--- src/pae_pkg.sv ---
// Constants shared by the process alarm evaluator: register map, field
// layout, reset values, alarm-type codes and timing.
// Assumes a 40 MHz controller clock and a 32-bit APB register bus.
package pae_pkg;
    localparam int NUM_CH = 2;
    localparam int NUM_AUX = 2;
    localparam int VAL_W = 16;
    localparam int TYPE_W = 5;
    localparam int DLY_W = 10;
    localparam int ALLOC_W = 2;

    // Per-channel block: base = ch * CH_STRIDE
    localparam logic [7:0] CH_STRIDE = 8'h10;
    localparam logic [3:0] OFS_TYPE = 4'h0;
    localparam logic [3:0] OFS_HIGH = 4'h4;
    localparam logic [3:0] OFS_LOW = 4'h8;
    localparam logic [3:0] OFS_DELAY = 4'hC;
    localparam logic [7:0] ADDR_STATUS = 8'h40;
    localparam logic [7:0] ADDR_CTRL = 8'h44;

    // Delay register fields
    localparam int DLY_ON_LSB = 0;
    localparam int DLY_OFF_LSB = 16;
    localparam logic [DLY_W-1:0] DLY_MAX = 10'h3E7;

    // Control register fields
    localparam int CTRL_ASSIGN_BIT = 0;
    localparam int CTRL_ALLOC_LSB = 4;

    // Status register fields, one bit per channel each except the single hidden bit
    localparam int ST_OUT_LSB = 0;
    localparam int ST_RAW_LSB = 8;
    localparam int ST_STBY_LSB = 16;
    localparam int ST_HIDDEN_BIT = 24;

    typedef enum logic [TYPE_W-1:0] {
        PAE_OFF = 5'h00,
        PAE_DEV_BAND = 5'h01,
        PAE_DEV_UPPER = 5'h02,
        PAE_DEV_LOWER = 5'h03,
        PAE_DEV_INSIDE = 5'h04,
        PAE_DEV_BAND_SB = 5'h05,
        PAE_DEV_UPPER_SB = 5'h06,
        PAE_DEV_LOWER_SB = 5'h07,
        PAE_ABS_UPPER = 5'h08,
        PAE_ABS_LOWER = 5'h09,
        PAE_ABS_UPPER_SB = 5'h0A,
        PAE_ABS_LOWER_SB = 5'h0B
    } pae_type_t;

    localparam logic [TYPE_W-1:0] TYPE_RESET = 5'h02;
    localparam logic [VAL_W-1:0] VAL_RESET = 16'h0000;

    // Output allocation codes
    localparam logic [ALLOC_W-1:0] ALLOC_NONE = 2'h0;
    localparam logic [ALLOC_W-1:0] ALLOC_CH0 = 2'h1;
    localparam logic [ALLOC_W-1:0] ALLOC_CH1 = 2'h2;
    localparam logic [ALLOC_W-1:0] ALLOC_HEATER = 2'h3;

    // Delay time base: one second
    localparam longint CLK_HZ = 40000000;
    localparam longint TICK_S = 1;
    localparam int TICK_CYCLES = int'(CLK_HZ * TICK_S);
endpackage

--- src/pae_alarm_evaluator.sv ---
// Process alarm evaluator: per-channel deviation, band and absolute
// alarms with standby sequence and on/off delays, routed to aux outputs.
// Assumes process value and set point arrive on sys_clk_i from the
// measurement logic; settings are written over APB by the controller.
`timescale 1ns/100ps
`default_nettype none

module pae_alarm_evaluator
    import pae_pkg::*;
#(
    parameter int TICK_COUNT = TICK_CYCLES
)
(
    input wire logic sys_clk_i,
    input wire logic rst_i,
    input wire logic ce_i,
    input wire logic psel_i,
    input wire logic penable_i,
    input wire logic pwrite_i,
    input wire logic [7:0] paddr_i,
    input wire logic [31:0] pwdata_i,
    output logic [31:0] prdata_o,
    output logic pready_o,
    output logic pslverr_o,
    input wire logic signed [VAL_W-1:0] process_value_i,
    input wire logic signed [VAL_W-1:0] set_point_i,
    input wire logic standby_restart_i,
    input wire logic heater_variant_i,
    input wire logic heater_fault_alarm_i,
    output logic [NUM_CH-1:0] alarm_o,
    output logic [NUM_AUX-1:0] aux_out_o
);

    localparam int TICK_W = $clog2(TICK_COUNT + 1);
    localparam logic [TICK_W-1:0] TICK_LAST = TICK_W'(TICK_COUNT - 1);

    logic [TYPE_W-1:0] type_reg [NUM_CH];
    logic [VAL_W-1:0] high_reg [NUM_CH];
    logic [VAL_W-1:0] low_reg [NUM_CH];
    logic [DLY_W-1:0] on_dly_reg [NUM_CH];
    logic [DLY_W-1:0] off_dly_reg [NUM_CH];
    logic [ALLOC_W-1:0] alloc_reg [NUM_AUX];
    logic assign_reg;
    logic variant_reg;
    logic strap_done_reg;
    logic [31:0] prdata_reg;
    logic [TICK_W-1:0] tick_cnt_reg;
    logic sec_tick;
    logic [NUM_CH-1:0] raw_alarm;
    logic [NUM_CH-1:0] out_reg;
    logic [NUM_CH-1:0] standby_reg;
    logic [NUM_CH-1:0] type_wr;
    logic hidden;
    logic setup_ph;
    logic access_ph;
    logic hit_ch;
    logic hit_status;
    logic hit_ctrl;
    logic mapped;
    logic [3:0] ch_ofs;
    logic [3:0] ch_idx;
    logic [31:0] rd_mux;
    logic [31:0] status_word;
    logic [31:0] ctrl_word;

    // APB decode; data is latched in setup so prdata comes from a flop
    assign setup_ph = psel_i && !penable_i;
    assign access_ph = psel_i && penable_i;
    assign ch_idx = paddr_i[7:4];
    assign ch_ofs = paddr_i[3:0];
    assign hit_ch = (32'(ch_idx) < NUM_CH) && (paddr_i[1:0] == 2'h0);
    assign hit_status = (paddr_i == ADDR_STATUS);
    assign hit_ctrl = (paddr_i == ADDR_CTRL);
    assign mapped = hit_ch || hit_status || hit_ctrl;
    assign pready_o = access_ph;
    assign pslverr_o = access_ph && !mapped;
    assign prdata_o = prdata_reg;

    assign hidden = variant_reg && !assign_reg;

    always_comb
    begin
        status_word = 32'h0000_0000;
        status_word[ST_OUT_LSB +: NUM_CH] = out_reg;
        status_word[ST_RAW_LSB +: NUM_CH] = raw_alarm;
        status_word[ST_STBY_LSB +: NUM_CH] = standby_reg;
        status_word[ST_HIDDEN_BIT] = hidden;
    end

    always_comb
    begin
        ctrl_word = 32'h0000_0000;
        ctrl_word[CTRL_ASSIGN_BIT] = assign_reg;
        for (int a = 0; a < NUM_AUX; a++)
        begin
            ctrl_word[CTRL_ALLOC_LSB + a*ALLOC_W +: ALLOC_W] = alloc_reg[a];
        end
    end

    always_comb
    begin
        rd_mux = 32'h0000_0000;
        if (hit_status)
        begin
            rd_mux = status_word;
        end
        else if (hit_ctrl)
        begin
            rd_mux = ctrl_word;
        end
        else if (hit_ch)
        begin
            unique case (ch_ofs)
                OFS_TYPE:
                begin
                    // Channel 0 type reads zero while it carries the heater alarm
                    if (!(hidden && ch_idx == 4'h0))
                    begin
                        rd_mux[TYPE_W-1:0] = type_reg[ch_idx[0]];
                    end
                end
                OFS_HIGH: rd_mux[VAL_W-1:0] = high_reg[ch_idx[0]];
                OFS_LOW: rd_mux[VAL_W-1:0] = low_reg[ch_idx[0]];
                OFS_DELAY:
                begin
                    rd_mux[DLY_ON_LSB +: DLY_W] = on_dly_reg[ch_idx[0]];
                    rd_mux[DLY_OFF_LSB +: DLY_W] = off_dly_reg[ch_idx[0]];
                end
                default: rd_mux = 32'h0000_0000;
            endcase
        end
    end

    always_ff @(posedge sys_clk_i or posedge rst_i)
    begin
        if (rst_i)
        begin
            prdata_reg <= 32'h0000_0000;
        end
        else if (ce_i && setup_ph && !pwrite_i)
        begin
            prdata_reg <= rd_mux;
        end
    end

    // Strap is caught on the first enabled edge after reset release
    always_ff @(posedge sys_clk_i or posedge rst_i)
    begin
        if (rst_i)
        begin
            variant_reg <= 1'b0;
            strap_done_reg <= 1'b0;
        end
        else if (ce_i && !strap_done_reg)
        begin
            variant_reg <= heater_variant_i;
            strap_done_reg <= 1'b1;
        end
    end

    // Settings written in the access phase; delays above 999 saturate
    always_ff @(posedge sys_clk_i or posedge rst_i)
    begin
        if (rst_i)
        begin
            for (int c = 0; c < NUM_CH; c++)
            begin
                type_reg[c] <= TYPE_RESET;
                high_reg[c] <= VAL_RESET;
                low_reg[c] <= VAL_RESET;
                on_dly_reg[c] <= '0;
                off_dly_reg[c] <= '0;
            end
        end
        else if (ce_i && access_ph && pwrite_i && hit_ch)
        begin
            unique case (ch_ofs)
                OFS_TYPE: type_reg[ch_idx[0]] <= pwdata_i[TYPE_W-1:0];
                OFS_HIGH: high_reg[ch_idx[0]] <= pwdata_i[VAL_W-1:0];
                OFS_LOW: low_reg[ch_idx[0]] <= pwdata_i[VAL_W-1:0];
                OFS_DELAY:
                begin
                    on_dly_reg[ch_idx[0]] <=
                        (pwdata_i[DLY_ON_LSB +: DLY_W] > DLY_MAX) ?
                        DLY_MAX : pwdata_i[DLY_ON_LSB +: DLY_W];
                    off_dly_reg[ch_idx[0]] <=
                        (pwdata_i[DLY_OFF_LSB +: DLY_W] > DLY_MAX) ?
                        DLY_MAX : pwdata_i[DLY_OFF_LSB +: DLY_W];
                end
                default: ;
            endcase
        end
    end

    always_ff @(posedge sys_clk_i or posedge rst_i)
    begin
        if (rst_i)
        begin
            assign_reg <= 1'b0;
            for (int a = 0; a < NUM_AUX; a++)
            begin
                alloc_reg[a] <= ALLOC_W'(a + 1);
            end
        end
        else if (ce_i && access_ph && pwrite_i && hit_ctrl)
        begin
            assign_reg <= pwdata_i[CTRL_ASSIGN_BIT];
            for (int a = 0; a < NUM_AUX; a++)
            begin
                alloc_reg[a] <=
                    pwdata_i[CTRL_ALLOC_LSB + a*ALLOC_W +: ALLOC_W];
            end
        end
    end

    // Shared one-second time base for all delay counters
    always_ff @(posedge sys_clk_i or posedge rst_i)
    begin
        if (rst_i)
        begin
            tick_cnt_reg <= '0;
        end
        else if (ce_i)
        begin
            tick_cnt_reg <= (tick_cnt_reg == TICK_LAST) ? '0 :
                            tick_cnt_reg + TICK_W'(1);
        end
    end
    assign sec_tick = (tick_cnt_reg == TICK_LAST);

    genvar g;
    generate
        for (g = 0; g < NUM_CH; g++)
        begin : g_ch
            logic signed [VAL_W+1:0] dev;
            logic signed [VAL_W+1:0] hi_s;
            logic signed [VAL_W+1:0] lo_s;
            logic signed [VAL_W+1:0] pv_s;
            logic outside;
            logic cond;
            logic with_sb;
            logic [DLY_W-1:0] cnt_reg;
            logic [DLY_W-1:0] limit;

            assign pv_s = (VAL_W+2)'(process_value_i);
            assign dev = pv_s - (VAL_W+2)'(set_point_i);
            assign hi_s = (VAL_W+2)'($signed(high_reg[g]));
            assign lo_s = (VAL_W+2)'($signed(low_reg[g]));
            assign outside = (dev >= hi_s) || (dev <= -lo_s);
            assign type_wr[g] = access_ph && pwrite_i && hit_ch &&
                                (ch_ofs == OFS_TYPE) &&
                                (ch_idx == 4'(g));

            always_comb
            begin
                cond = 1'b0;
                with_sb = 1'b0;
                unique case (type_reg[g])
                    PAE_OFF: cond = 1'b0;
                    PAE_DEV_BAND: cond = outside;
                    PAE_DEV_UPPER: cond = (dev >= hi_s);
                    PAE_DEV_LOWER: cond = (dev <= -hi_s);
                    PAE_DEV_INSIDE: cond = !outside;
                    PAE_DEV_BAND_SB:
                    begin
                        cond = outside;
                        with_sb = 1'b1;
                    end
                    PAE_DEV_UPPER_SB:
                    begin
                        cond = (dev >= hi_s);
                        with_sb = 1'b1;
                    end
                    PAE_DEV_LOWER_SB:
                    begin
                        cond = (dev <= -hi_s);
                        with_sb = 1'b1;
                    end
                    PAE_ABS_UPPER: cond = (pv_s > hi_s);
                    PAE_ABS_LOWER: cond = (pv_s < hi_s);
                    PAE_ABS_UPPER_SB:
                    begin
                        cond = (pv_s > hi_s);
                        with_sb = 1'b1;
                    end
                    PAE_ABS_LOWER_SB:
                    begin
                        cond = (pv_s < hi_s);
                        with_sb = 1'b1;
                    end
                    // Unsupported codes behave as alarm off
                    default: cond = 1'b0;
                endcase
            end

            // Standby arms at reset, on restart and on a type write
            always_ff @(posedge sys_clk_i or posedge rst_i)
            begin
                if (rst_i)
                begin
                    standby_reg[g] <= 1'b1;
                end
                else if (ce_i)
                begin
                    if (standby_restart_i || type_wr[g])
                    begin
                        standby_reg[g] <= 1'b1;
                    end
                    else if (!cond)
                    begin
                        standby_reg[g] <= 1'b0;
                    end
                end
            end

            assign raw_alarm[g] = cond && !(with_sb && standby_reg[g]);

            // Count whole seconds while raw and output disagree
            assign limit = raw_alarm[g] ? on_dly_reg[g] : off_dly_reg[g];

            always_ff @(posedge sys_clk_i or posedge rst_i)
            begin
                if (rst_i)
                begin
                    cnt_reg <= '0;
                    out_reg[g] <= 1'b0;
                end
                else if (ce_i)
                begin
                    if (raw_alarm[g] == out_reg[g])
                    begin
                        cnt_reg <= '0;
                    end
                    else if (cnt_reg >= limit)
                    begin
                        out_reg[g] <= raw_alarm[g];
                        cnt_reg <= '0;
                    end
                    else if (sec_tick)
                    begin
                        cnt_reg <= cnt_reg + DLY_W'(1);
                    end
                end
            end
        end
    endgenerate

    // On the heater variant, channel 0 carries the heater alarm until software assigns it
    always_ff @(posedge sys_clk_i or posedge rst_i)
    begin
        if (rst_i)
        begin
            alarm_o <= '0;
        end
        else if (ce_i)
        begin
            alarm_o <= out_reg;
            if (hidden)
            begin
                alarm_o[0] <= heater_fault_alarm_i;
            end
        end
    end

    generate
        for (g = 0; g < NUM_AUX; g++)
        begin : g_aux
            always_ff @(posedge sys_clk_i or posedge rst_i)
            begin
                if (rst_i)
                begin
                    aux_out_o[g] <= 1'b0;
                end
                else if (ce_i)
                begin
                    unique case (alloc_reg[g])
                        ALLOC_NONE: aux_out_o[g] <= 1'b0;
                        ALLOC_CH0: aux_out_o[g] <= hidden ?
                            heater_fault_alarm_i : out_reg[0];
                        ALLOC_CH1: aux_out_o[g] <= out_reg[1];
                        ALLOC_HEATER: aux_out_o[g] <= heater_fault_alarm_i;
                    endcase
                end
            end
        end
    endgenerate

endmodule

`default_nettype wire

--- config.mk ---
export PLATFORM = sky130hd
export DESIGN_NAME = pae_alarm_evaluator
export DESIGN_NICKNAME = d
export VERILOG_FILES = /design/src/pae_pkg.sv /design/src/pae_alarm_evaluator.sv
export SDC_FILE = /design/constraint.sdc
export NUM_CORES = 1
export LEC_CHECK = 0
export ABC_AREA = 1
export BUFFER_PORTS_ARGS = -buffer_cell sky130_fd_sc_hd__buf_4
export CORE_ASPECT_RATIO = 0.7
export CORE_MARGIN = 2
export CORE_UTILIZATION = 40
export CTS_BUF_LIST = sky130_fd_sc_hd__clkbuf_8
export CTS_CLUSTER_DIAMETER = 40
export DETAILED_ROUTE_END_ITERATION = 12
export PLACE_DENSITY = 0.64
export SLEW_MARGIN = 20
export SYNTH_ARGS = -nofsm -noshare
export SYNTH_HDL_FRONTEND = slang
export SYNTH_SLANG_ARGS = --single-unit
--- constraint.sdc ---
create_clock -name sys_clk_i -period 21.3 [get_ports sys_clk_i]
set_clock_uncertainty 0.2 [all_clocks]
set_input_delay 4.26 -clock sys_clk_i [delete_from_list [all_inputs] [get_ports sys_clk_i]]
set_output_delay 4.26 -clock sys_clk_i [all_outputs]
set_load 0.01 [all_outputs]
# Word level (Yosys, flattened, before mapping)
# Cells that the tools add are included.
dict set report op_classes {
  n_addsub 8
  n_mul 0
  div 0
  n_lt_le_gt_ge 17
  n_eq_ne 39
  shift 0
  mux 56
  n_bitwise 3
  n_reduce_logical 67
}
# op n
set ops {}
lappend ops {{2-to-1 mux 10 bit} 18}
lappend ops {{2-to-1 mux 16 bit} 7}
lappend ops {{2-to-1 mux 26 bit} 4}
lappend ops {{<= comparator 17 x 18 -> 1 bit} 4}
lappend ops {{negation 16 -> 18 bit} 4}
lappend ops {{bitwise mux 32 bit} 2}
lappend ops {{bitwise mux 20 bit} 2}
lappend ops {{equality test 5 x 3 -> 1 bit, second input constant} 8}
lappend ops {{equality test 5 x 4 -> 1 bit, second input constant} 8}
lappend ops {{greater-or-equal comparator 17 x 16 -> 1 bit} 2}
lappend ops {{greater-than comparator 16 bit} 2}
lappend ops {{< comparator 16 bit} 2}
lappend ops {{adder 26 x 1 -> 26 bit, second input constant} 1}
lappend ops {{equality test 26 bit, second input constant} 1}
lappend ops {{2-to-1 mux 5 bit} 5}
lappend ops {{logical AND 1 bit} 23}
lappend ops {{adder 10 x 1 -> 10 bit, second input constant} 2}
lappend ops {{equality test 5 x 2 -> 1 bit, second input constant} 4}
lappend ops {{greater-or-equal comparator 10 bit} 2}
lappend ops {{greater-than comparator 10 bit, second input constant} 2}
lappend ops {{case mux 5 bit (4 select lines)} 1}
lappend ops {{OR reduction 2 bit} 10}
lappend ops {{subtractor 16 x 16 -> 17 bit} 1}
lappend ops {{demux 16 bit (select 1 bit)} 1}
lappend ops {{30 further kinds} 74}
dict set report word_totals {
  register_bits 207
  latch_bits 0
  mem_bits_rw 0
  romBits 0
  input_bits 81
  output_inout_bits 38
  elab_cells 216
  memories 0
}

# Logic depth before layout (Yosys ltp)
# Gate-level depths: netlist of run 1.
dict set report logic_depth {
  depth_word 10
  ltp_mapped 45
  mapped_depth_nobuf 44
}

# Worst setup path after synthesis of run 1
# Ideal clock, no wire load.
dict set report synth_timing {
  path_type {input to output}
  startpoint {in paddr_i[1]}
  endpoint {out pslverr_o}
  arrival_time_ns 5.507
  required_ns 16.840
  slack_ns 11.333
  stages 6
  n_path_buf 0
  cell_sequence {nor2_1 > inv_1 > nor3_1 > clkinv_1 > nor2_1 > nor4_1}
}
dict set report synth_via {
  elab_chain_len 6
  elab_cells_between_ends 8
  classes_between {eq/ne: 2; reduce/logical: 6}
}
# element line
set synth_lines {}
lappend synth_lines {{from (decl)} pae_alarm_evaluator.sv:20} ;# input wire logic [7:0] paddr_i,
lappend synth_lines {{branches (longest 3 deep; another with equality test 8 x 7 -> 1 bit)} n/a}
lappend synth_lines {{logical OR 1 bit (*)} pae_alarm_evaluator.sv:74} ;# assign mapped = hit_ch || hit_status || hit_ctrl;
lappend synth_lines {{logical NOT 1 bit (*)} pae_alarm_evaluator.sv:76} ;# assign pslverr_o = access_ph && !mapped;
lappend synth_lines {{logical AND 1 bit (*)} pae_alarm_evaluator.sv:76}
lappend synth_lines {{to (decl)} pae_alarm_evaluator.sv:24} ;# output logic pslverr_o,
# Every way passes the cells marked *.

# Final worst setup path of run 1
dict set report layout_timing {
  startpoint {in process_value_i[2]}
  endpoint {reg g_ch[1].cnt_reg[9]}
}
dict set report layout_via {
  elab_chain_len 10
  elab_cells_between_ends 17
  classes_between {add/sub: 1; order compare: 6; eq/ne: 1; mux: 4; reduce/logical: 5}
}
# element line
set layout_lines {}
lappend layout_lines {{from (decl)} pae_alarm_evaluator.sv:25} ;# input wire logic signed [VAL_W-1:0] process_value_i,
lappend layout_lines {{subtractor 16 x 16 -> 17 bit} pae_alarm_evaluator.sv:246} ;# assign dev = pv_s - (VAL_W+2)'(set_point_i);
lappend layout_lines {{<= comparator 17 x 18 -> 1 bit / greater-or-equal comparator 17 x 16 -> 1 bit (equally long branches)} {pae_alarm_evaluator.sv:249, pae_alarm_evaluator.sv:261, pae_alarm_evaluator.sv:271}}
lappend layout_lines {{logical OR 1 bit} pae_alarm_evaluator.sv:249} ;# assign outside = (dev >= hi_s) || (dev <= -lo_s);
lappend layout_lines {{logical NOT 1 bit} pae_alarm_evaluator.sv:263} ;# PAE_DEV_INSIDE: cond = !outside;
lappend layout_lines {{case mux 1 bit (6 select lines) (*)} pae_alarm_evaluator.sv:258} ;# unique case (type_reg[g])
lappend layout_lines {{logical AND 1 bit (*)} pae_alarm_evaluator.sv:316} ;# assign raw_alarm[g] = cond && !(with_sb && standby_reg[g]);
lappend layout_lines {{2-to-1 mux 10 bit} pae_alarm_evaluator.sv:319} ;# assign limit = raw_alarm[g] ? on_dly_reg[g] : off_dly_reg[g];
lappend layout_lines {{greater-or-equal comparator 10 bit} pae_alarm_evaluator.sv:334} ;# else if (cnt_reg >= limit)
lappend layout_lines {{nonzero test 3 bit (no source line) / 2-to-1 mux 10 bit (equally long branches)} n/a}
lappend layout_lines {{AND reduction 2 bit (no source line) / 2-to-1 mux 10 bit (equally long branches)} n/a}
lappend layout_lines {{to (signal assigned)} pae_alarm_evaluator.sv:341} ;# cnt_reg <= cnt_reg + DLY_W'(1);
lappend layout_lines {{to (decl)} pae_alarm_evaluator.sv:242} ;# logic [DLY_W-1:0] cnt_reg;
# Mark *: on every way between the ends. The rest lies on a longest branch, timed or not.
# A chain may end at the register's enable or synchronous reset.

==> report_table.html, run 1 <==
<table>
<tr><th>Metric</th><th>Value</th></tr>
<tr><th colspan="2">Routing</th></tr>
<tr><td>Vias per cell</td><td>5.43</td></tr>
<tr><td>1st-iter DRT viols</td><td>1904</td></tr>
<tr><td>Vias post-DR</td><td>16018</td></tr>
<tr><td>Antenna Nets Post-Route</td><td>0</td></tr>
<tr><td>Number of remaining DRC errors</td><td>0</td></tr>
<tr><td>Detailed Route WL</td><td>56900 µm</td></tr>
<tr><td>Iteration count of the initial detailed-routing pass</td><td>8</td></tr>
<tr><td>Routed wire length per instance</td><td>19.3 µm</td></tr>
<tr><th colspan="2">Synthesis</th></tr>
<tr><td>Yosys Warn Count</td><td>0</td></tr>
<tr><td>Ys async rst share</td><td>100%</td></tr>
<tr><td>Number of flops mapped to enable cells by yosys</td><td>0</td></tr>
<tr><td>Synthesized netlist cell count</td><td>2279</td></tr>
<tr><td>Register bit total from synthesis</td><td>201</td></tr>
<tr><td>Fraction of synthesized cell area in xor and xnor cells</td><td>3.70%</td></tr>
<tr><td>Count of cell types in the netlist</td><td>65</td></tr>
<tr><td>Most frequently used flop master after synthesis</td><td>dfrtp_1</td></tr>
<tr><td>Syn Std Cell Area</td><td>16100 µm²</td></tr>
<tr><td>Share of synthesized cell area in full adder, half adder and majority cells</td><td>12.2%</td></tr>
<tr><td>Seq/Total Area, Yosys</td><td>31.3%</td></tr>
<tr><td>Compound-Gate Fraction of Synth Area</td><td>14.1%</td></tr>
<tr><td>Multiplexer share of the synthesized area</td><td>0.497%</td></tr>
<tr><td>Post-Synth Simple-Gate Area</td><td>29.6%</td></tr>
<tr><td>Dominant combinational cell family by area after synthesis</td><td>simple AND/OR/NAND/NOR gates</td></tr>
<tr><td>Mean instance size in the synthesized netlist</td><td>7.07 µm²</td></tr>
<tr><th colspan="2">Global routing</th></tr>
<tr><td>Vias in the first global route</td><td>14482</td></tr>
<tr><td>Leftover overflow at the end of global routing</td><td>0</td></tr>
<tr><td>Wire length of the first global-routing pass</td><td>86300 µm</td></tr>
<tr><td>Maximum number of pins on one net before global-route repair</td><td>83</td></tr>
<tr><td>Global Route Usage Sum</td><td>27.0%</td></tr>
<tr><td>Number of antenna violations at the first check in global routing</td><td>1</td></tr>
<tr><th colspan="2">Setup path</th></tr>
<tr><td>Category of the most critical setup path</td><td>in2reg</td></tr>
<tr><td>Critical path data required time</td><td>21550 ps</td></tr>
<tr><td>Cell at the slowest stage of the critical path</td><td>xor2_1</td></tr>
<tr><td>Launching element type of the critical path</td><td>input pin</td></tr>
<tr><td>Top cell by count, worst path</td><td>nand2_1</td></tr>
<tr><td>Worst r2r dst</td><td>g_ch[0].cnt_reg[9]</td></tr>
<tr><td>Type of element capturing the critical path</td><td>flop</td></tr>
<tr><td>Critical path fanouts, max</td><td>20</td></tr>
<tr><td>Setup slack, reg-to-reg</td><td>14250 ps</td></tr>
<tr><td>Critical path arrival</td><td>12270 ps</td></tr>
<tr><td>Number of cell instances on the worst register-to-register path</td><td>28</td></tr>
<tr><td>Number of buffers and inverters on the critical path</td><td>6</td></tr>
<tr><td>CP delay by family, top</td><td>compound AO/OA/AOI/OAI gates</td></tr>
<tr><td>Maximum single-stage delay on the critical path</td><td>870 ps</td></tr>
<tr><td>Startpoint of the lowest-slack register-to-register path</td><td>g_ch[0].hi_s[0]</td></tr>
<tr><th colspan="2">Final layout</th></tr>
<tr><td>Number of nets in the final layout</td><td>2623</td></tr>
<tr><td>Ratio of cells with drive above 1 in the final layout</td><td>11.2%</td></tr>
<tr><td>Relative area change from synthesis to final layout</td><td>12.9%</td></tr>
<tr><td>Number of cells in the finished layout apart from fillers</td><td>2949</td></tr>
<tr><th colspan="2">STA</th></tr>
<tr><td>Peak Freq</td><td>83.2 MHz</td></tr>
<tr><td>Total count of max-transition violations in the final report</td><td>0</td></tr>
<tr><td>Final-report setup violation count</td><td>0</td></tr>
<tr><td>Hold violation count in the final report</td><td>0</td></tr>
<tr><td>Final cycle utilization of the critical path</td><td>56.4%</td></tr>
<tr><td>Actual transition at the worst max-transition pin</td><td>1080 ps</td></tr>
<tr><td>Final setup slack of the worst path</td><td>9280 ps</td></tr>
<tr><td>Clock period minus worst slack</td><td>12020 ps</td></tr>
<tr><td>Rel. slew slack</td><td>27.9%</td></tr>
<tr><td>RSZ-0062 raised after global routing</td><td>false</td></tr>
<tr><td>Setup Total Neg Slack</td><td>0 ps</td></tr>
<tr><th colspan="2">Power</th></tr>
<tr><td>Leakage power summed over all cells</td><td>9.21 nW</td></tr>
<tr><td>Max rail drop VDD</td><td>0.0000454 V</td></tr>
<tr><td>Power density over cell area</td><td>59.8 nW/µm²</td></tr>
<tr><th colspan="2">Die</th></tr>
<tr><td>Number of top-level pins</td><td>119</td></tr>
<tr><td>Initial Utilization</td><td>40.6%</td></tr>
<tr><td>Area of the die</td><td>41900 µm²</td></tr>
<tr><td>Core area</td><td>39700 µm²</td></tr>
<tr><td>Die boundary height</td><td>172 µm</td></tr>
<tr><td>Die X</td><td>244 µm</td></tr>
<tr><td>Number of placement rows</td><td>61</td></tr>
<tr><th colspan="2">CTS</th></tr>
<tr><td>Clock Root Buffer</td><td>clkbuf_8</td></tr>
<tr><td>Worst-skew pair later-pin latency</td><td>580 ps</td></tr>
<tr><td>Clock-pin slew on the worst setup and hold paths</td><td>70 ps</td></tr>
<tr><td>H-Tree Depth</td><td>2</td></tr>
<tr><td>CTS Sinks</td><td>201</td></tr>
<tr><td>Setup Fix Bufs, Post-CTS</td><td>0</td></tr>
<tr><td>CTS hold repair buffers</td><td>0</td></tr>
<tr><td>Clock buffer count from CTS</td><td>36</td></tr>
<tr><td>Buffer levels on the longest clock path</td><td>3</td></tr>
<tr><td>Number of instances resized during post-cts repair</td><td>0</td></tr>
<tr><td>TritonCTS clock tree</td><td>done</td></tr>
<tr><th colspan="2">Job</th></tr>
<tr><td># Max-Cap Violations</td><td>0</td></tr>
<tr><th colspan="2">Placed design</th></tr>
<tr><td>Count of port buffers added during placement</td><td>106</td></tr>
<tr><td>Place WS</td><td>8980 ps</td></tr>
<tr><td>Final HPWL DP</td><td>44500 µm</td></tr>
<tr><td>Routability congestion estimate from global placement</td><td>0.962</td></tr>
<tr><td>Placed cells</td><td>2883</td></tr>
<tr><th colspan="2">Min path</th></tr>
<tr><td>Endpoint of the worst hold path</td><td>strap_done_reg</td></tr>
<tr><td>Worst min-delay path startpoint</td><td>strap_done_reg</td></tr>
<tr><td>WHS Path Cells</td><td>2</td></tr>
<tr><td>Classification of the worst-slack hold path</td><td>reg2reg</td></tr>
<tr><th colspan="2">Outcome</th></tr>
<tr><td>Status</td><td>complete, no violations</td></tr>
</table>
-- worst min-delay path, cell delays in order, from the launching register on --
cell and delay [ps]:
dfrtp_1 320, inv_1 50, nand2_1 50
-- cell type report --
cell class / instances / area, µm²
well taps: 535 / 669
diodes: 2 / 5.00
clock buffers: 39 / 537
multi-input cells: 1725 / 9720
flip-flops and latches: 201 / 5040
repair buffers: 122 / 916
fillers: 4070 / 21500
inverters: 300 / 1140
clock inverters: 25 / 156
-- cell usage after synthesis, types with 38 or more instances --
master    number  share of area (%)
ha_1         155                 12
o21ai_0      204                6.3
nand2_1      629                 15
nor3_1        38                1.2
dfrtp_1      195                 30
nand4_1       58                2.3
xor2_1        61                3.3
a21oi_1       93                2.9
clkbuf_1      44                1.0
nor2_1       176                4.1
nand3_1      101                3.1
inv_1        286                6.7
-- worst max-delay path by stage --
stage | from | cells past startpoint | endpoint | slack [ps]
detailed placement | process_value_i[2] | 39 | g_ch[1].cnt_reg[5] | 8980
floorplan | paddr_i[1] | 6 | pslverr_o | 11330
CTS | process_value_i[2] | 39 | g_ch[1].cnt_reg[4] | 9560
finish | process_value_i[2] | 39 | g_ch[1].cnt_reg[9] | 9280
global route | process_value_i[2] | 39 | g_ch[1].cnt_reg[5] | 8790
global placement | process_value_i[2] | 39 | g_ch[1].cnt_reg[5] | 9080
-- cells by family (layout without fill, tap and decap cells) --
kind of cell             after synthesis  count (layout)
adder cells (fa/ha/maj)              156             156
AO/OA/AOI/OAI                        395             395
XOR/XNOR                              68              68
AND/OR/NAND/NOR                     1092            1092
buffers and inverters                358             486
flip-flops                           201             201
multiplexers                           8               8
other                                  1               8
-- routing by layer --
layer | GRT usage (%) | part of all wire [%] | vias up
met3 | 8.19 | 11 | 81
met2 | 36.3 | 38 | 667
met5 | 0 | 0 | -
met1 | 41.2 | 48 | 7503
li1 | - | - | 7767
met4 | 6.50 | 2.1 | 0
-- per-stage QoR --
step	util (%)	total power [mW]	hold WS (ps)	cell area (µm²)
after global placement	44.0	0.712	228	17500
final	45.8	1.09	248	18200
after global routing	45.8	1.15	294	18200
after CTS	45.7	1.09	248	18200
after floorplan	-	0.613	214	16100
after detailed placement	44.0	0.717	234	17500
-- layout by cell type, fill, tap and decap left out, drive strengths merged, types with 4 or more instances in the layout --
| master | n |
|---|---|
| ha | 155 |
| nor3 | 41 |
| a21oi | 95 |
| o2111ai | 9 |
| xor2 | 61 |
| nor4 | 21 |
| nand2 | 652 |
| a211oi | 7 |
| conb | 6 |
| nor2 | 187 |
| nand4 | 61 |
| mux2i | 8 |
| a31oi | 12 |
| nand3b | 6 |
| o211ai | 12 |
| dfstp | 6 |
| o21ai | 220 |
| dfrtp | 195 |
| and3 | 4 |
| nor3b | 5 |
| nand3 | 109 |
| or2 | 4 |
| buf | 122 |
| clkbuf | 39 |
| clkinvlp | 4 |
| a22oi | 5 |
| xnor2 | 7 |
| clkinv | 16 |
| a32oi | 5 |
| inv | 304 |
-- where the power goes --
| part | total (mW) | internal, mW | leakage (nW) | switching [mW] |
|---|---|---|---|---|
| Combinational | 0.314 | 0.104 | 6.21 | 0.210 |
| Clock | 0.366 | 0.184 | 0.387 | 0.182 |
| Sequential | 0.406 | 0.394 | 2.62 | 0.0121 |
Note: power is estimated with default switching activity, not from simulation.
==> run 2: changes to the inputs <==
==> constraint.sdc (replaced) <==
create_clock -name sys_clk_i -period 11.3 [get_ports sys_clk_i]
set_clock_uncertainty 0.2 [all_clocks]
set_input_delay 2.26 -clock sys_clk_i [delete_from_list [all_inputs] [get_ports sys_clk_i]]
set_output_delay 2.26 -clock sys_clk_i [all_outputs]
set_load 0.01 [all_outputs]
==> run 2 against run 1 <==
Via count about the same. Cell count about the same. Final area increased by 0.74%. Clock power increased by 110%. Largest cell class unchanged.
==> report_table.html, run 2 (synthesis gave the netlist of run 1 again) <==
<table>
<tr><th>Metric</th><th>Value</th></tr>
<tr><th colspan="2">CTS</th></tr>
<tr><td>Clock Root Buffer</td><td>clkbuf_8</td></tr>
<tr><td>Setup Fix Bufs, Post-CTS</td><td>0</td></tr>
<tr><td>TritonCTS clock tree</td><td>done</td></tr>
<tr><td>Clock-pin slew on the worst setup and hold paths</td><td>60 ps</td></tr>
<tr><td>Worst-skew pair later-pin latency</td><td>550 ps</td></tr>
<tr><td>H-Tree Depth</td><td>2</td></tr>
<tr><td>Buffer levels on the longest clock path</td><td>3</td></tr>
<tr><td>Clock buffer count from CTS</td><td>36</td></tr>
<tr><td>CTS Sinks</td><td>201</td></tr>
<tr><td>CTS hold repair buffers</td><td>0</td></tr>
<tr><td>Number of instances resized during post-cts repair</td><td>0</td></tr>
<tr><th colspan="2">Setup path</th></tr>
<tr><td>Cell at the slowest stage of the critical path</td><td>o21ai_0</td></tr>
<tr><td>Last element of the critical path</td><td>g_ch[1].cnt_reg[5]</td></tr>
<tr><td>Maximum single-stage delay on the critical path</td><td>810 ps</td></tr>
<tr><td>Launching element type of the critical path</td><td>input pin</td></tr>
<tr><td>Critical path data required time</td><td>11540 ps</td></tr>
<tr><td>Crit path launch</td><td>process_value_i[2]</td></tr>
<tr><td>Critical path arrival</td><td>9420 ps</td></tr>
<tr><td>Category of the most critical setup path</td><td>in2reg</td></tr>
<tr><td>CP delay by family, top</td><td>compound AO/OA/AOI/OAI gates</td></tr>
<tr><td>Top cell by count, worst path</td><td>nand2_1</td></tr>
<tr><td>Startpoint of the lowest-slack register-to-register path</td><td>g_ch[1].lo_s[6]</td></tr>
<tr><td>Worst r2r dst</td><td>g_ch[1].cnt_reg[5]</td></tr>
<tr><td>Critical path fanouts, max</td><td>20</td></tr>
<tr><td>Number of logic stages on the critical path including buffering</td><td>39</td></tr>
<tr><td>Number of buffers and inverters on the critical path</td><td>6</td></tr>
<tr><td>Number of cell instances on the worst register-to-register path</td><td>31</td></tr>
<tr><td>Type of element capturing the critical path</td><td>flop</td></tr>
<tr><td>Setup slack, reg-to-reg</td><td>4270 ps</td></tr>
<tr><th colspan="2">Routing</th></tr>
<tr><td>Number of remaining DRC errors</td><td>0</td></tr>
<tr><td>Vias post-DR</td><td>16016</td></tr>
<tr><td>Routed wire length on met2</td><td>21600 µm</td></tr>
<tr><td>Met1 wire length</td><td>25900 µm</td></tr>
<tr><td>Antenna Nets Post-Route</td><td>0</td></tr>
<tr><td>Iteration count of the initial detailed-routing pass</td><td>8</td></tr>
<tr><td>Highest layer used for signal routing</td><td>met4</td></tr>
<tr><td>Detailed Route WL</td><td>55200 µm</td></tr>
<tr><td>1st-iter DRT viols</td><td>1749</td></tr>
<tr><td>Routed wire length per instance</td><td>18.7 µm</td></tr>
<tr><td>Vias per cell</td><td>5.43</td></tr>
<tr><td>Met3 Routed Length</td><td>6240 µm</td></tr>
<tr><th colspan="2">Placed design</th></tr>
<tr><td>Area after DPL</td><td>17500 µm²</td></tr>
<tr><td>Placed cells</td><td>2887</td></tr>
<tr><td>Place WS</td><td>1860 ps</td></tr>
<tr><td>Final HPWL DP</td><td>43200 µm</td></tr>
<tr><td>Routability congestion estimate from global placement</td><td>1.00</td></tr>
<tr><td>Count of port buffers added during placement</td><td>106</td></tr>
<tr><th colspan="2">Global routing</th></tr>
<tr><td>Vias in the first global route</td><td>14726</td></tr>
<tr><td>Wire length of the first global-routing pass</td><td>84700 µm</td></tr>
<tr><td>Global Route Usage Sum</td><td>26.2%</td></tr>
<tr><td>Leftover overflow at the end of global routing</td><td>0</td></tr>
<tr><td>Number of antenna violations at the first check in global routing</td><td>0</td></tr>
<tr><td>Maximum number of pins on one net before global-route repair</td><td>130</td></tr>
<tr><th colspan="2">Die</th></tr>
<tr><td>Area of the die</td><td>41900 µm²</td></tr>
<tr><td>Die boundary height</td><td>172 µm</td></tr>
<tr><td>Number of top-level pins</td><td>119</td></tr>
<tr><td>Initial Utilization</td><td>40.6%</td></tr>
<tr><td>Core area</td><td>39700 µm²</td></tr>
<tr><td>Die X</td><td>244 µm</td></tr>
<tr><td>Number of placement rows</td><td>61</td></tr>
<tr><th colspan="2">STA</th></tr>
<tr><td>Hold violation count in the final report</td><td>0</td></tr>
<tr><td>Total count of max-transition violations in the final report</td><td>0</td></tr>
<tr><td>Final setup slack of the worst path</td><td>2110 ps</td></tr>
<tr><td>RSZ-0062 raised after global routing</td><td>false</td></tr>
<tr><td>Final cycle utilization of the critical path</td><td>81.3%</td></tr>
<tr><td>Peak Freq</td><td>109 MHz</td></tr>
<tr><td>Rel. slew slack</td><td>27.8%</td></tr>
<tr><td>Clock period minus worst slack</td><td>9190 ps</td></tr>
<tr><td>Actual transition at the worst max-transition pin</td><td>1080 ps</td></tr>
<tr><td>Setup Total Neg Slack</td><td>0 ps</td></tr>
<tr><td>Final-report setup violation count</td><td>0</td></tr>
<tr><th colspan="2">Final layout</th></tr>
<tr><td>Leading cell type in the layout, fill and taps excluded</td><td>nand2_1</td></tr>
<tr><td>Highest-count cells in the layout ignoring fill and taps</td><td>629 x nand2_1, 292 x inv_1, 204 x o21ai_0, 195 x dfrtp_1, 176 x nor2_1</td></tr>
<tr><td>Number of nets in the final layout</td><td>2627</td></tr>
<tr><td>Filler Cells Inserted</td><td>4009</td></tr>
<tr><td>Relative area change from synthesis to final layout</td><td>13.7%</td></tr>
<tr><td>Ratio of cells with drive above 1 in the final layout</td><td>11.3%</td></tr>
<tr><td>Number of cells in the finished layout apart from fillers</td><td>2951</td></tr>
<tr><td>Post-layout instance area</td><td>18300 µm²</td></tr>
<tr><th colspan="2">Job</th></tr>
<tr><td># Max-Cap Violations</td><td>0</td></tr>
<tr><th colspan="2">Power</th></tr>
<tr><td>Max rail drop VDD</td><td>0.0000856 V</td></tr>
<tr><td>Leakage power summed over all cells</td><td>9.29 nW</td></tr>
<tr><td>Power density over cell area</td><td>117 nW/µm²</td></tr>
<tr><th colspan="2">Min path</th></tr>
<tr><td>Worst min-delay path startpoint</td><td>strap_done_reg</td></tr>
<tr><td>Classification of the worst-slack hold path</td><td>reg2reg</td></tr>
<tr><th colspan="2">Outcome</th></tr>
<tr><td>Status</td><td>complete, no violations</td></tr>
</table>
[run 2: changes by cell type in the layout (fill, tap and decap cells not counted), sizes merged]
| cell | before | now |
|---|---|---|
| clkinv | 16 | 9 |
| buf | 122 | 126 |
| clkbuf | 39 | 48 |
| inv | 304 | 303 |
| bufinv | 1 | 3 |
| clkinvlp | 4 | 0 |
| diode | 2 | 1 |
[run 2: area by class of cell]
| cell class | count | area [µm²] | share of cell area, % |
|---|---|---|---|
| multi-input cells | 1725 | 9710 | 53.0 |
| flip-flops and latches | 201 | 5040 | 27.5 |
| inverters | 300 | 1140 | 6.20 |
| repair buffers | 126 | 946 | 5.17 |
| well taps | 535 | 669 | 3.66 |
| clock buffers | 48 | 661 | 3.61 |
| clock inverters | 15 | 149 | 0.813 |
| diodes | 1 | 2.50 | 0.0137 |
[run 2: stage by stage]
step	power, mW	hold WS, ps	util [%]
5_1_grt	2.25	283	46.1
3_3_place_gp	1.33	229	44.1
6_report	2.13	246	46.1
4_1_cts	2.13	251	46.1
3_5_place_dp	1.34	235	44.1
2_1_floorplan	1.15	214	-
[run 2: how the worst min path moves through the flow]
stage / endpoint / slack [ps] / depth (start not counted)
2_1_floorplan: strap_done_reg / 210 / 2
3_3_place_gp: strap_done_reg / 230 / 2
3_5_place_dp: strap_done_reg / 240 / 2
4_1_cts: strap_done_reg / 250 / 2
5_1_grt: strap_done_reg / 280 / 2
6_report: strap_done_reg / 250 / 2
[run 2: where the power goes]
group / internal (mW) / switching, mW
combinational: 0.199 / 0.383
sequential: 0.743 / 0.0230
clock: 0.450 / 0.335
total: 1.39 / 0.741
[run 2: per-layer routing]
layer / track usage (%) / up-vias
li1: - / 7759
met1: 38.3 / 7486
met2: 36.7 / 671
met3: 8.72 / 100
met4: 6.52 / 0
met5: 0 / -
[run 2: tightest hold or removal path, delay by kind of cell (launching register included)]
family / cells / cell delay (ps)
simple gates: 1 / 50
flops: 1 / 320
buf+inv: 1 / 40
